<file path="config.mk">
export PLATFORM = sky130hd
export DESIGN_NAME = bat_alu_top
export DESIGN_NICKNAME = d
export VERILOG_FILES = /design/src/verilog/bat_pkg.sv /design/src/verilog/bat_file_ram.sv /design/src/verilog/bat_alu_top.sv
export SDC_FILE = /design/constraint.sdc
export NUM_CORES = 2
export LEC_CHECK = 0
export BUFFER_PORTS_ARGS = -buffer_cell sky130_fd_sc_hd__buf_2
export CAP_MARGIN = 5
export CORE_MARGIN = 5
export CORE_UTILIZATION = 40
export DETAILED_ROUTE_END_ITERATION = 6
export MAX_ROUTING_LAYER = met4
export PLACE_DENSITY = 0.59
export SYNTH_ARGS = -nofsm -noshare
export SYNTH_HDL_FRONTEND = slang
export SYNTH_HIERARCHICAL = 1
export SYNTH_SLANG_ARGS = --single-unit
</file>
<file path="constraint.sdc">
create_clock -name MCLK -period 12 [get_ports MCLK]
set_input_delay 2.4 -clock MCLK [delete_from_list [all_inputs] [get_ports MCLK]]
set_output_delay 2.4 -clock MCLK [all_outputs]
set_load 0.01 [all_outputs]
</file>
<file path="src/verilog/bat_pkg.sv">
// Purpose: Shared constants, types and decoding for the byte ALU and bit test block.
// Assumes: 14-bit instruction words, 8-bit data, 128 file registers, APB with 32-bit data.
// Notes:   Summary of operation follows.
// Summary of operation
// [RQ1] Literal add: acc plus literal into acc.
// [RQ2] Register add: acc plus file register, flags.
// [RQ3] Destination bit 0 selects acc, 1 file.
// [RQ4] Literal AND into acc, zero flag only.
// [RQ5] Register AND to destination, zero flag only.
// [RQ6] Bit clear forces indexed bit to zero.
// [RQ7] Bit set forces indexed bit to one.
// [RQ8] Test zero skips next when bit clear.
// [RQ9] Test one skips next when bit set.
// [RQ10] Word holds address, destination, bit index.
// [RQ11] Zero flag set when result is zero.
// [RQ12] Carry from bit 7, half carry bit 3.
package bat_pkg;

    localparam int DATA_W  = 8;
    localparam int FADDR_W = 7;
    localparam int INSTR_W = 14;
    localparam int BIT_W   = 3;
    localparam int CYC_W   = 16;

    // Register byte offsets on the APB.
    localparam logic [7:0] OFS_INSTR  = 8'h00;
    localparam logic [7:0] OFS_ACC    = 8'h04;
    localparam logic [7:0] OFS_STATUS = 8'h08;
    localparam logic [7:0] OFS_FADDR  = 8'h0c;
    localparam logic [7:0] OFS_FDATA  = 8'h10;
    localparam logic [7:0] OFS_CYCLES = 8'h14;

    // Status register bit positions.
    localparam int ST_CARRY = 0;
    localparam int ST_HALF  = 1;
    localparam int ST_ZERO  = 2;
    localparam int ST_SKIP  = 3;

    // Instruction field positions.
    localparam int IW_DEST    = 7;
    localparam int IW_BIT_LSB = 7;
    localparam int IW_LIT_W   = 8;

    // Opcode fields, compared against the top bits of the word.
    localparam logic [5:0] OPC_ADD_REG   = 6'h07;
    localparam logic [5:0] OPC_AND_REG   = 6'h05;
    localparam logic [3:0] OPC_BIT_CLR   = 4'h4;
    localparam logic [3:0] OPC_BIT_SET   = 4'h5;
    localparam logic [3:0] OPC_TEST_ZERO = 4'h6;
    localparam logic [3:0] OPC_TEST_ONE  = 4'h7;
    localparam logic [4:0] OPC_ADD_LIT   = 5'h1f;
    localparam logic [5:0] OPC_AND_LIT   = 6'h39;

    // Reset values.
    localparam logic [7:0]  ACC_RST   = 8'h00;
    localparam logic [13:0] INSTR_RST = 14'h0000;
    localparam logic [6:0]  FADDR_RST = 7'h00;
    localparam logic [15:0] CYC_RST   = 16'h0000;

    typedef enum logic [3:0] {
        OP_NONE,
        OP_ADD_LITERAL_TO_ACC,
        OP_ADD_ACC_WITH_REG,
        OP_AND_LITERAL_WITH_ACC,
        OP_AND_ACC_WITH_REG,
        OP_BIT_CLEAR,
        OP_BIT_SET,
        OP_TEST_SKIP_IF_ZERO,
        OP_TEST_SKIP_IF_ONE
    } bat_op_t;

    function automatic bat_op_t bat_decode(input logic [13:0] iw);
        bat_op_t op;
        op = OP_NONE;
        if (iw[13:8] == OPC_ADD_REG)
            op = OP_ADD_ACC_WITH_REG;
        else if (iw[13:8] == OPC_AND_REG)
            op = OP_AND_ACC_WITH_REG;
        else if (iw[13:10] == OPC_BIT_CLR)
            op = OP_BIT_CLEAR;
        else if (iw[13:10] == OPC_BIT_SET)
            op = OP_BIT_SET;
        else if (iw[13:10] == OPC_TEST_ZERO)
            op = OP_TEST_SKIP_IF_ZERO;
        else if (iw[13:10] == OPC_TEST_ONE)
            op = OP_TEST_SKIP_IF_ONE;
        else if (iw[13:9] == OPC_ADD_LIT)
            op = OP_ADD_LITERAL_TO_ACC;
        else if (iw[13:8] == OPC_AND_LIT)
            op = OP_AND_LITERAL_WITH_ACC;
        return op;
    endfunction

endpackage

</file>
<file path="src/verilog/bat_file_ram.sv">
// Purpose: File register array with one write port and one registered read port.
// Assumes: Single clock; read data appear one edge after the address.
// Notes:   Contents are not reset, as in a real register file.
`timescale 1ns/1ps
module bat_file_ram #(
    parameter int ADDR_W = 7,
    parameter int DATA_W = 8
) (
    input  wire logic              clk,
    input  wire logic              wr_en,
    input  wire logic [ADDR_W-1:0] wr_addr,
    input  wire logic [DATA_W-1:0] wr_data,
    input  wire logic [ADDR_W-1:0] rd_addr,
    output logic      [DATA_W-1:0] rd_data
);

    logic [DATA_W-1:0] mem [0:(1<<ADDR_W)-1];

    always_ff @(posedge clk) begin
        if (wr_en) begin
            mem[wr_addr] <= wr_data;
        end
    end

    // A read of the address being written returns the old contents.
    always_ff @(posedge clk) begin
        rd_data <= mem[rd_addr];
    end

endmodule

</file>
<file path="src/verilog/bat_alu_top.sv">
// Purpose: Executes byte add/AND and bit set/clear/test instructions written over APB.
// Assumes: APB master on MCLK; one instruction per write to the instruction register.
// Notes:   Unsupported opcodes only count a cycle and, unless skipped, answer with PSLVERR.
//
// The address map and register access over APB were left to the implementer.
`timescale 1ns/1ps
module bat_alu_top (
    input  wire logic        MCLK,
    input  wire logic        RESET,
    input  wire logic        PSEL,
    input  wire logic        PENABLE,
    input  wire logic        PWRITE,
    input  wire logic [7:0]  PADDR,
    input  wire logic [31:0] PWDATA,
    output logic      [31:0] PRDATA,
    output logic             PREADY,
    output logic             PSLVERR
);

    typedef enum logic [1:0] {
        ST_IDLE,
        ST_EXEC,
        ST_DONE
    } bat_state_t;

    bat_state_t        state;
    logic [13:0]       instr;
    logic [7:0]        acc;
    logic              flag_carry;
    logic              flag_half;
    logic              flag_zero;
    logic              skip_pending;
    logic [6:0]        faddr;
    logic [15:0]       cycles;
    logic              is_instr;
    logic              slverr;

    logic              start;
    logic              sel_instr;
    logic              sel_acc;
    logic              sel_status;
    logic              sel_faddr;
    logic              sel_fdata;
    logic              sel_cycles;
    logic              mapped;

    logic [7:0]        mem_rdata;
    logic              mem_we;
    logic [6:0]        mem_waddr;
    logic [7:0]        mem_wdata;
    logic [6:0]        mem_raddr;

    bat_pkg::bat_op_t  op;
    logic [7:0]        operand;
    logic [7:0]        bit_mask;
    logic [2:0]        bit_idx;
    logic              tested_bit;
    logic [8:0]        sum_full;
    logic [4:0]        sum_low;
    logic [7:0]        result;
    logic              exec_go;
    logic              discard;
    logic              wr_acc;
    logic              wr_file;
    logic              upd_carry;
    logic              upd_zero;
    logic              set_skip;
    logic              unsupported;

    // Access decode; a request is taken only in the first access cycle.
    assign start      = PSEL && PENABLE && (state == ST_IDLE);
    assign sel_instr  = (PADDR == bat_pkg::OFS_INSTR);
    assign sel_acc    = (PADDR == bat_pkg::OFS_ACC);
    assign sel_status = (PADDR == bat_pkg::OFS_STATUS);
    assign sel_faddr  = (PADDR == bat_pkg::OFS_FADDR);
    assign sel_fdata  = (PADDR == bat_pkg::OFS_FDATA);
    assign sel_cycles = (PADDR == bat_pkg::OFS_CYCLES);
    assign mapped     = sel_instr | sel_acc | sel_status | sel_faddr | sel_fdata | sel_cycles;

    // Both answers decode the state register, so each stands for exactly one cycle.
    assign PREADY  = (state == ST_DONE);
    assign PSLVERR = (state == ST_DONE) && slverr;

    // The file address comes straight from the write data so that the operand is ready in EXEC.
    assign mem_raddr = (PWRITE && sel_instr) ? PWDATA[6:0] : faddr;

    bat_file_ram #(
        .ADDR_W (bat_pkg::FADDR_W),
        .DATA_W (bat_pkg::DATA_W)
    ) u_ram (
        .clk     (MCLK),
        .wr_en   (mem_we),
        .wr_addr (mem_waddr),
        .wr_data (mem_wdata),
        .rd_addr (mem_raddr),
        .rd_data (mem_rdata)
    );

    // Bit operations take their index from the three bits just above the file address.
    assign op         = bat_pkg::bat_decode(instr);
    assign bit_idx    = instr[bat_pkg::IW_BIT_LSB +: bat_pkg::BIT_W]; // RQ10
    assign bit_mask   = 8'h01 << bit_idx; // RQ6 RQ7
    assign tested_bit = mem_rdata[bit_idx]; // RQ8 RQ9
    assign operand    = ((op == bat_pkg::OP_ADD_LITERAL_TO_ACC) || (op == bat_pkg::OP_AND_LITERAL_WITH_ACC))
                        ? instr[bat_pkg::IW_LIT_W-1:0] : mem_rdata;
    assign sum_full   = {1'b0, acc} + {1'b0, operand};
    assign sum_low    = {1'b0, acc[3:0]} + {1'b0, operand[3:0]};

    // A skipped instruction becomes a no-operation cycle.
    assign discard = (state == ST_EXEC) && is_instr && skip_pending;
    assign exec_go = (state == ST_EXEC) && is_instr && !skip_pending;

    // Words outside the eight supported kinds are flagged here and change no register but the cycle count.
    always_comb begin
        result      = 8'h00;
        wr_acc      = 1'b0;
        wr_file     = 1'b0;
        upd_carry   = 1'b0;
        upd_zero    = 1'b0;
        set_skip    = 1'b0;
        unsupported = 1'b0;
        unique case (op)
            bat_pkg::OP_ADD_LITERAL_TO_ACC: begin
                result    = sum_full[7:0]; // RQ1
                wr_acc    = 1'b1; // RQ1
                upd_carry = 1'b1; // RQ1
                upd_zero  = 1'b1; // RQ1
            end
            bat_pkg::OP_ADD_ACC_WITH_REG: begin
                result    = sum_full[7:0]; // RQ2
                wr_acc    = !instr[bat_pkg::IW_DEST]; // RQ3
                wr_file   = instr[bat_pkg::IW_DEST]; // RQ3
                upd_carry = 1'b1; // RQ2
                upd_zero  = 1'b1; // RQ2
            end
            bat_pkg::OP_AND_LITERAL_WITH_ACC: begin
                result   = acc & operand; // RQ4
                wr_acc   = 1'b1; // RQ4
                upd_zero = 1'b1; // RQ4
            end
            bat_pkg::OP_AND_ACC_WITH_REG: begin
                result   = acc & operand; // RQ5
                wr_acc   = !instr[bat_pkg::IW_DEST]; // RQ3
                wr_file  = instr[bat_pkg::IW_DEST]; // RQ3
                upd_zero = 1'b1; // RQ5
            end
            bat_pkg::OP_BIT_CLEAR: begin
                result  = mem_rdata & ~bit_mask; // RQ6
                wr_file = 1'b1; // RQ6
            end
            bat_pkg::OP_BIT_SET: begin
                result  = mem_rdata | bit_mask; // RQ7
                wr_file = 1'b1; // RQ7
            end
            bat_pkg::OP_TEST_SKIP_IF_ZERO: begin
                set_skip = !tested_bit; // RQ8
            end
            bat_pkg::OP_TEST_SKIP_IF_ONE: begin
                set_skip = tested_bit; // RQ9
            end
            bat_pkg::OP_NONE: begin
                unsupported = 1'b1;
            end
        endcase
    end

    // File writes come either from software through the data window or from execution.
    assign mem_we    = (start && PWRITE && sel_fdata) || (exec_go && wr_file);
    assign mem_waddr = exec_go ? instr[bat_pkg::FADDR_W-1:0] : faddr; // RQ10
    assign mem_wdata = exec_go ? result : PWDATA[7:0];

    // Instruction writes and window reads wait one extra cycle for the registered file read.
    always_ff @(posedge MCLK) begin
        if (RESET) begin
            state    <= ST_IDLE;
            is_instr <= 1'b0;
        end else begin
            unique case (state)
                ST_IDLE: begin
                    if (start) begin
                        is_instr <= PWRITE && sel_instr;
                        if ((PWRITE && sel_instr) || (!PWRITE && sel_fdata)) begin
                            state <= ST_EXEC;
                        end else begin
                            state <= ST_DONE;
                        end
                    end
                end
                ST_EXEC: begin
                    state <= ST_DONE;
                end
                ST_DONE: begin
                    state <= ST_IDLE;
                end
                default: begin
                    state <= ST_IDLE;
                end
            endcase
        end
    end

    always_ff @(posedge MCLK) begin
        if (RESET) begin
            instr <= bat_pkg::INSTR_RST;
        end else if (start && PWRITE && sel_instr) begin
            instr <= PWDATA[bat_pkg::INSTR_W-1:0];
        end
    end

    always_ff @(posedge MCLK) begin
        if (RESET) begin
            faddr <= bat_pkg::FADDR_RST;
        end else if (start && PWRITE && sel_faddr) begin
            faddr <= PWDATA[bat_pkg::FADDR_W-1:0];
        end
    end

    always_ff @(posedge MCLK) begin
        if (RESET) begin
            acc <= bat_pkg::ACC_RST;
        end else if (exec_go && wr_acc) begin
            acc <= result;
        end else if (start && PWRITE && sel_acc) begin
            acc <= PWDATA[7:0];
        end
    end

    // Software writes to status and execution never fall in the same cycle.
    always_ff @(posedge MCLK) begin
        if (RESET) begin
            flag_carry <= 1'b0;
            flag_half  <= 1'b0;
            flag_zero  <= 1'b0;
        end else if (exec_go) begin
            if (upd_carry) begin
                flag_carry <= sum_full[8]; // RQ12
                flag_half  <= sum_low[4]; // RQ12
            end
            if (upd_zero) begin
                flag_zero <= (result == 8'h00); // RQ11
            end
        end else if (start && PWRITE && sel_status) begin
            flag_carry <= PWDATA[bat_pkg::ST_CARRY];
            flag_half  <= PWDATA[bat_pkg::ST_HALF];
            flag_zero  <= PWDATA[bat_pkg::ST_ZERO];
        end
    end

    // The discarded instruction cannot itself set a skip, so set and clear never meet.
    always_ff @(posedge MCLK) begin
        if (RESET) begin
            skip_pending <= 1'b0;
        end else if (exec_go && set_skip) begin
            skip_pending <= 1'b1; // RQ8 RQ9
        end else if (discard) begin
            skip_pending <= 1'b0; // RQ8 RQ9
        end
    end

    // Every taken instruction, executed or discarded, costs one instruction cycle.
    always_ff @(posedge MCLK) begin
        if (RESET) begin
            cycles <= bat_pkg::CYC_RST;
        end else if ((state == ST_EXEC) && is_instr) begin
            cycles <= cycles + 16'h0001; // RQ8 RQ9
        end else if (start && PWRITE && sel_cycles) begin
            cycles <= bat_pkg::CYC_RST;
        end
    end

    // An unmapped address is refused at once; an instruction is judged only when it executes.
    always_ff @(posedge MCLK) begin
        if (RESET) begin
            slverr <= 1'b0;
        end else if (start) begin
            slverr <= !mapped;
        end else if ((state == ST_EXEC) && is_instr) begin
            slverr <= exec_go && unsupported;
        end
    end

    // Read data are caught at the taken edge, or one cycle later for the file window.
    always_ff @(posedge MCLK) begin
        if (RESET) begin
            PRDATA <= 32'h0000_0000;
        end else if (start) begin
            PRDATA <= 32'h0000_0000;
            if (!PWRITE) begin
                if (sel_instr) begin
                    PRDATA <= {18'h00000, instr};
                end else if (sel_acc) begin
                    PRDATA <= {24'h000000, acc};
                end else if (sel_status) begin
                    PRDATA <= {28'h0000000, skip_pending, flag_zero, flag_half, flag_carry};
                end else if (sel_faddr) begin
                    PRDATA <= {25'h0000000, faddr};
                end else if (sel_cycles) begin
                    PRDATA <= {16'h0000, cycles};
                end
            end
        end else if ((state == ST_EXEC) && !is_instr) begin
            PRDATA <= {24'h000000, mem_rdata};
        end
    end

endmodule

</file>
# [Word-level counts from Yosys, hierarchy flattened]
# Memories as Yosys holds them, arrays and structs flattened. A register that Yosys moved wholly into a read port is not among the register bits.
# Index checks and enable logic that the tools add are counted.
[word_totals] ff_bits=85 ram_bits=1024 input_bits=45 word_cells=152 mem_count=1
[classes] addsub=3 n_lt_le_gt_ge=1 eq_ne=26 n_shift=1 mux=51 bitwise_logic=9 n_reduce_logical=48
[mem_list] memory="u_ram.mem" words=128 word_bits=8 read_ports=1 rd_ports_with_merged_regs=1 write_ports=1 line_no="bat_file_ram.sv:17" rtl="logic [DATA_W-1:0] mem [0:(1<<ADDR_W)-1];"
[op_table] op="16-bit 2-to-1 mux" count=8
[op_table] op="32-bit 2-to-1 mux" count=2
[op_table] op="4-bit by 3-bit == test with 1-bit output (second input constant)" count=8
[op_table] op="8-bit 2-to-1 mux" count=4
[op_table] op="8-bit one-hot mux with 4 select lines" count=1
[op_table] op="4-bit 2-to-1 mux" count=6
[op_table] op="1-bit logical AND" count=20
[op_table] op="1-bit 2-to-1 mux" count=19
[op_table] op="16-bit by 1-bit adder with 16-bit output (second input constant)" count=1
[op_table] op="8-bit bitwise AND" count=2
[op_table] op="8-bit by 4-bit == test with 1-bit output (second input constant)" count=2
[op_table] op="8-bit by 5-bit == test with 1-bit output (second input constant)" count=2
[op_table] op="8-bit zero test" count=2
[op_table] op="7-bit 2-to-1 mux" count=2
[op_table] op="6-bit by 3-bit == test with 1-bit output (second input constant)" count=2
[op_table] op="2-bit nonzero test" count=6
[op_table] op="2-bit OR reduction" count=5
[op_table] op="8-bit by 8-bit adder with 9-bit output" count=1
[op_table] op="4-bit by 2-bit == test with 1-bit output (second input constant)" count=2
[op_table] op="8-bit by 3-bit == test with 1-bit output (second input constant)" count=1
[op_table] op="2-bit 2-to-1 mux" count=4
[op_table] op="8-bit NOT" count=1
[op_table] op="8-bit OR" count=1
[op_table] op="1-bit by 3-bit << shifter with 8-bit output (first input constant)" count=1
[op_table] op="other kinds (20)" count=36

# [Depth between registers and ports, before layout]
[depth] word_depth=17 mapped_depth=14 depth_no_buf=12

# [Cells and area by module]
# Netlist, hierarchy kept.
[by_module_without_submodules] module="bat_file_ram" instances=1 cells_each=1635 area_each_um2=39665.5
[by_module_without_submodules] module="bat_alu_top" instances=1 cells_each=594 area_each_um2=4687.0

# [Worst setup path after synthesis]
# OpenSTA, ideal clock, no wires.
[synth_path] kind="register to register" startpoint="register instr[10]" endpoint="memory u_ram.mem[0][7], data pin" setup_time_ns=1.197 arrival_ns=7.426 slack_ns=3.377 stages_incl_launch_ff=13 n_path_buf=2 synth_period_minus_slack_ns=8.623 cell_sequence="dfxtp_1 buf_2 and2_1 o21bai_1 buf_2 mux2_2 ha_1 a211oi_1 o21ai_0 a31oi_1 mux2i_1 and2_1 o21ai_0"
[synth_between] elab_chain_len=15 elab_cells_between_ends=30
[synth_lines] item="from (decl)" line_no="bat_alu_top.sv:27" rtl="logic [13:0] instr;"
[synth_lines] item="from (signal assigned)" line_no="bat_alu_top.sv:204" rtl="instr <= bat_pkg::INSTR_RST;"
[synth_lines] item="from (signal assigned)" line_no="bat_alu_top.sv:206" rtl="instr <= PWDATA[bat_pkg::INSTR_W-1:0];"
[synth_lines] item="6-bit == test" line_no="bat_pkg.sv:89" rtl="else if (iw[13:8] == OPC_AND_LIT)"
[synth_lines] item="2-bit 2-to-1 mux" line_no="bat_pkg.sv:89"
[synth_lines] item="2-bit 2-to-1 mux" line_no="bat_pkg.sv:87" rtl="else if (iw[13:9] == OPC_ADD_LIT)"
[synth_lines] item="4-bit 2-to-1 mux" line_no="bat_pkg.sv:85" rtl="else if (iw[13:10] == OPC_TEST_ONE)"
[synth_lines] item="4-bit 2-to-1 mux" line_no="bat_pkg.sv:83" rtl="else if (iw[13:10] == OPC_TEST_ZERO)"
[synth_lines] item="4-bit 2-to-1 mux" line_no="bat_pkg.sv:81" rtl="else if (iw[13:10] == OPC_BIT_SET)"
[synth_lines] item="4-bit 2-to-1 mux" line_no="bat_pkg.sv:79" rtl="else if (iw[13:10] == OPC_BIT_CLR)"
[synth_lines] item="4-bit 2-to-1 mux" line_no="bat_pkg.sv:77" rtl="else if (iw[13:8] == OPC_AND_REG)"
[synth_lines] item="4-bit 2-to-1 mux (*)" line_no="bat_pkg.sv:75" rtl="if (iw[13:8] == OPC_ADD_REG)"
[synth_lines] item="4-bit by 1-bit == test with 1-bit output or 4-bit by 2-bit == test with 1-bit output (tied branches)" line_no="bat_alu_top.sv:104, bat_alu_top.sv:122"
[synth_lines] item="1-bit logical OR" line_no="bat_alu_top.sv:104" rtl="assign operand = ((op == bat_pkg::OP_ADD_LITERAL_TO_ACC) || (op == bat_pkg::OP_AND_LITERAL_WITH_ACC))"
[synth_lines] item="8-bit 2-to-1 mux" line_no="bat_alu_top.sv:105" rtl="? instr[bat_pkg::IW_LIT_W-1:0] : mem_rdata;"
[synth_lines] item="8-bit by 8-bit adder with 9-bit output or 8-bit bitwise AND (tied branches)" line_no="bat_alu_top.sv:106, bat_alu_top.sv:137, bat_alu_top.sv:142"
[synth_lines] item="8-bit one-hot mux with 4 select lines (*)" line_no="bat_alu_top.sv:122" rtl="unique case (op)"
[synth_lines] item="8-bit 2-to-1 mux (*)" line_no="bat_alu_top.sv:170" rtl="assign mem_wdata = exec_go ? result : PWDATA[7:0];"
[synth_lines] item="net mem_wdata[7]" line_no="bat_alu_top.sv:50" rtl="logic [7:0] mem_wdata;"
[synth_lines] item="to (decl)" line_no="bat_file_ram.sv:17"
# Mark *: on every way through the listed nets, which the timed path passes. The rest lies on a longest branch.

# [Final worst setup path]
[layout_path] startpoint="input port PADDR[7]" endpoint="register u_ram.rd_data[2], read port of u_ram.mem"
[layout_between] elab_chain_len=3
[layout_lines] item="from (decl)" line_no="bat_alu_top.sv:13" rtl="input wire logic [7:0] PADDR,"
[layout_lines] item="8-bit zero test" line_no="bat_alu_top.sv:72" rtl="assign sel_instr = (PADDR == bat_pkg::OFS_INSTR);"
[layout_lines] item="1-bit logical AND" line_no="bat_alu_top.sv:85" rtl="assign mem_raddr = (PWRITE && sel_instr) ? PWDATA[6:0] : faddr;"
[layout_lines] item="7-bit 2-to-1 mux" line_no="bat_alu_top.sv:85"
[layout_lines] item="net mem_raddr[2]" line_no="bat_alu_top.sv:51" rtl="logic [6:0] mem_raddr;"
[layout_lines] item="to (decl)" line_no="bat_file_ram.sv:14" rtl="output logic [DATA_W-1:0] rd_data"
# The timed path passes the listed nets, and every way through them passes these cells.
# A chain may end at the register's enable or synchronous reset.

==> run metrics <==
CTS Hold Bufs 0; Setup Fix Bufs, Post-CTS 0; WS Path Type input pin to register; Max Clk Rate 140.7 MHz; core area about 110,000 µm²; setup slack on the worst flop-to-flop path 6470 ps; VDD IR max 0.0001159 V; Yosys top cell area share 0.6933; pre-CTS setup slack ~4100 ps; crit path max fanout between 100 and 150; Pleak 0.01491 µW; max-cap violation count 0; Distinct cells, synth 70; part of the Yosys area used for sequential elements 0.7281; FP Rows 122; antenna violations before repair 2; Tcrit/Tclk final 0.5921; final wirelength about 100,000 µm; Yosys warnings 6; reg-to-reg endpoint u_ram/mem[104][3]; relative max-transition margin 0.1694; DR WL/cell 26.44 µm; CP arrival 7690 ps; Hold Path Origin flag_half; CTS sink count 1,101; Worst setup endpoint u_ram/rd_data[2]; number of fillers in the final layout just over 9,000; worst-margin pin slew 1246 ps; IO buf count 44; initial DRC count 1,994; first-pass GRT wire length ~150,000 µm; CTS root buf clkbuf_16; Antenna Nets Post-Route 0; Final Max Slew Viols 0; CP Capture Type register; initial core utilization 0.4019; Synth Flop Type edfxtp_1; # nets final 2,339; Startpoint Class input pin; final hold viol count 0; grt total ovfl 0; Vias/cell 5.661; Placer Congestion 0.8636; outcome finished clean; Worst Setup SP PADDR[7]; Pwr Density 154.4 nW/µm²; Die ar. between 100,000 and 150,000 µm²; DR pass1 iterations 5; largest net degree at the start of global routing 147; Mapped Cells 2,229; Reg clk slew, reported paths 60 ps; Synth Register Bits roughly 1,100; unrepaired setup endpoints after global routing false; io pins 79; largest cells by area after synthesis edfxtp_1 (69%), mux4_2 (17%), dfxtp_1 (3.5%), nor2_1 (1.6%), mux2i_1 (0.81%); Async S/R FF share, synth 0; htree depth 3; share of layout cells above drive strength 1 0.2660; setup TNS 0 ps; DIE HEIGHT 343.0 µm; TritonCTS clock tree yes; TritonCTS buffer count between 100 and 150; All-Layer GR Usage 0.1785; hpwl dp 61,870 µm; Die Width 343.0 µm; Fin Clk Skew around 37 ps; drc violations 0; Avg Inst Size Synth 19.90 µm²; Synth area leader edfxtp_1; vias in the first global route approximately 22,000; hold crit path type register to register; r2r startpoint instr[10]; clock tree buffer depth 3; commonest non-fill, non-tap cell in the layout edfxtp_1; most frequent cells in the layout edfxtp_1 (1,024), mux4_2 (338), nor2_1 (189); Post-synth EDFFs 1,024; Final min period ~7100 ps; Reg2Reg Depth 10; Post-Syn Area 44,350 µm²; Area Overhead vs Synth 12.40%; Final WS setup about 4900 ps; Critical Path RT 12,580 ps; post-CTS sizing 0; Setup violations, final 0; clock latency on the worst-skew pair 700 ps; via count approximately 22,000
worst min-delay path by stage:
stage	end	slack, ps	cells past startpoint
final	flag_half	470	2
after global routing	flag_half	480	2
after CTS	flag_half	470	2
after detailed placement	flag_half	460	2
after global placement	flag_half	450	2
after floorplan	flag_half	430	2
logic make-up after synthesis:
logic type | after synthesis | share of synthesized area
DFF | 1101 | 0.7281
and+or+nand+nor | 420 | 0.04426
muxes | 401 | 0.1866
buffers and inverters | 154 | 0.01631
AOI/OAI and AO/OA | 136 | 0.02051
adders and majority gates | 10 | 0.002990
xor gates and xnor gates | 6 | 0.001185
other | 1 | 0.00008455
sequential cells by signal, summed over array words and instances, names as in the netlist, 2 cells and up:
name           cells
PRDATA            16
u_ram/rd_data      8
cycles            16
u_ram/mem       1024
state              2
instr             14
faddr              7
acc                8
layer usage:
metal | routed length, µm | up-vias | global-route usage
met5 | 0 | - | -
met4 | 1972 | 0 | 0.04101
met3 | 7614 | 125 | 0.03937
met2 | 49710 | 795 | 0.2809
met1 | 42940 | 11674 | 0.2414
li1 | - | 9290 | -
power breakdown:
group / internal, µW / switching (µW)
clock: 1950 / 1450
sequential: 4190 / 1.60
combinational: 16.7 / 84.9
synth_stat cells (all sizes together), types with 13 or more instances:
| library cell | n |
|---|---|
| a211oi | 13 |
| a21oi | 31 |
| buf | 73 |
| clkbuf | 75 |
| dfxtp | 77 |
| edfxtp | 1024 |
| mux2 | 27 |
| mux2i | 36 |
| mux4 | 338 |
| nand2 | 89 |
| nand3 | 25 |
| nor2 | 190 |
| nor2b | 13 |
| nor3 | 31 |
| o21ai | 28 |
cell type report:
class,instances,area (µm²),share of cell area
sequential,1101,32290,0.6477
tap,1488,1862,0.03735
timing repair buffer,75,490.5,0.009838
inverter,6,22.52,0.0004518
antenna,2,5.005,0.0001004
multi-input combinational,989,11540,0.2315
clock inverter,72,729.5,0.01463
clock buffer,133,2910,0.05838
critical path: stages:
cell	delay (ps)
buf_2	100
or4_4	580
nor3_4	230
nand3_1	460
mux2_8	1060
buf_12	730
mux4_2	470
mux4_2	570
mux4_2	550
mux2_2	300
per-stage QoR:
stage | total power (µW) | hold slack [ps] | utilization | instance area (µm²) | cells
floorplan | 4345 | 431.5 | - | 44410 | 2244
global placement | 4373 | 451.7 | 0.4187 | 46210 | 3659
detailed placement | 4380 | 461.6 | 0.4187 | 46210 | 3659
CTS | 7790 | 469.0 | 0.4517 | 49850 | 3864
global route | 7968 | 484.3 | 0.4517 | 49850 | 3865
finish | 7697 | 465.7 | 0.4517 | 49850 | 3866
(Power assumes the default switching activity.)
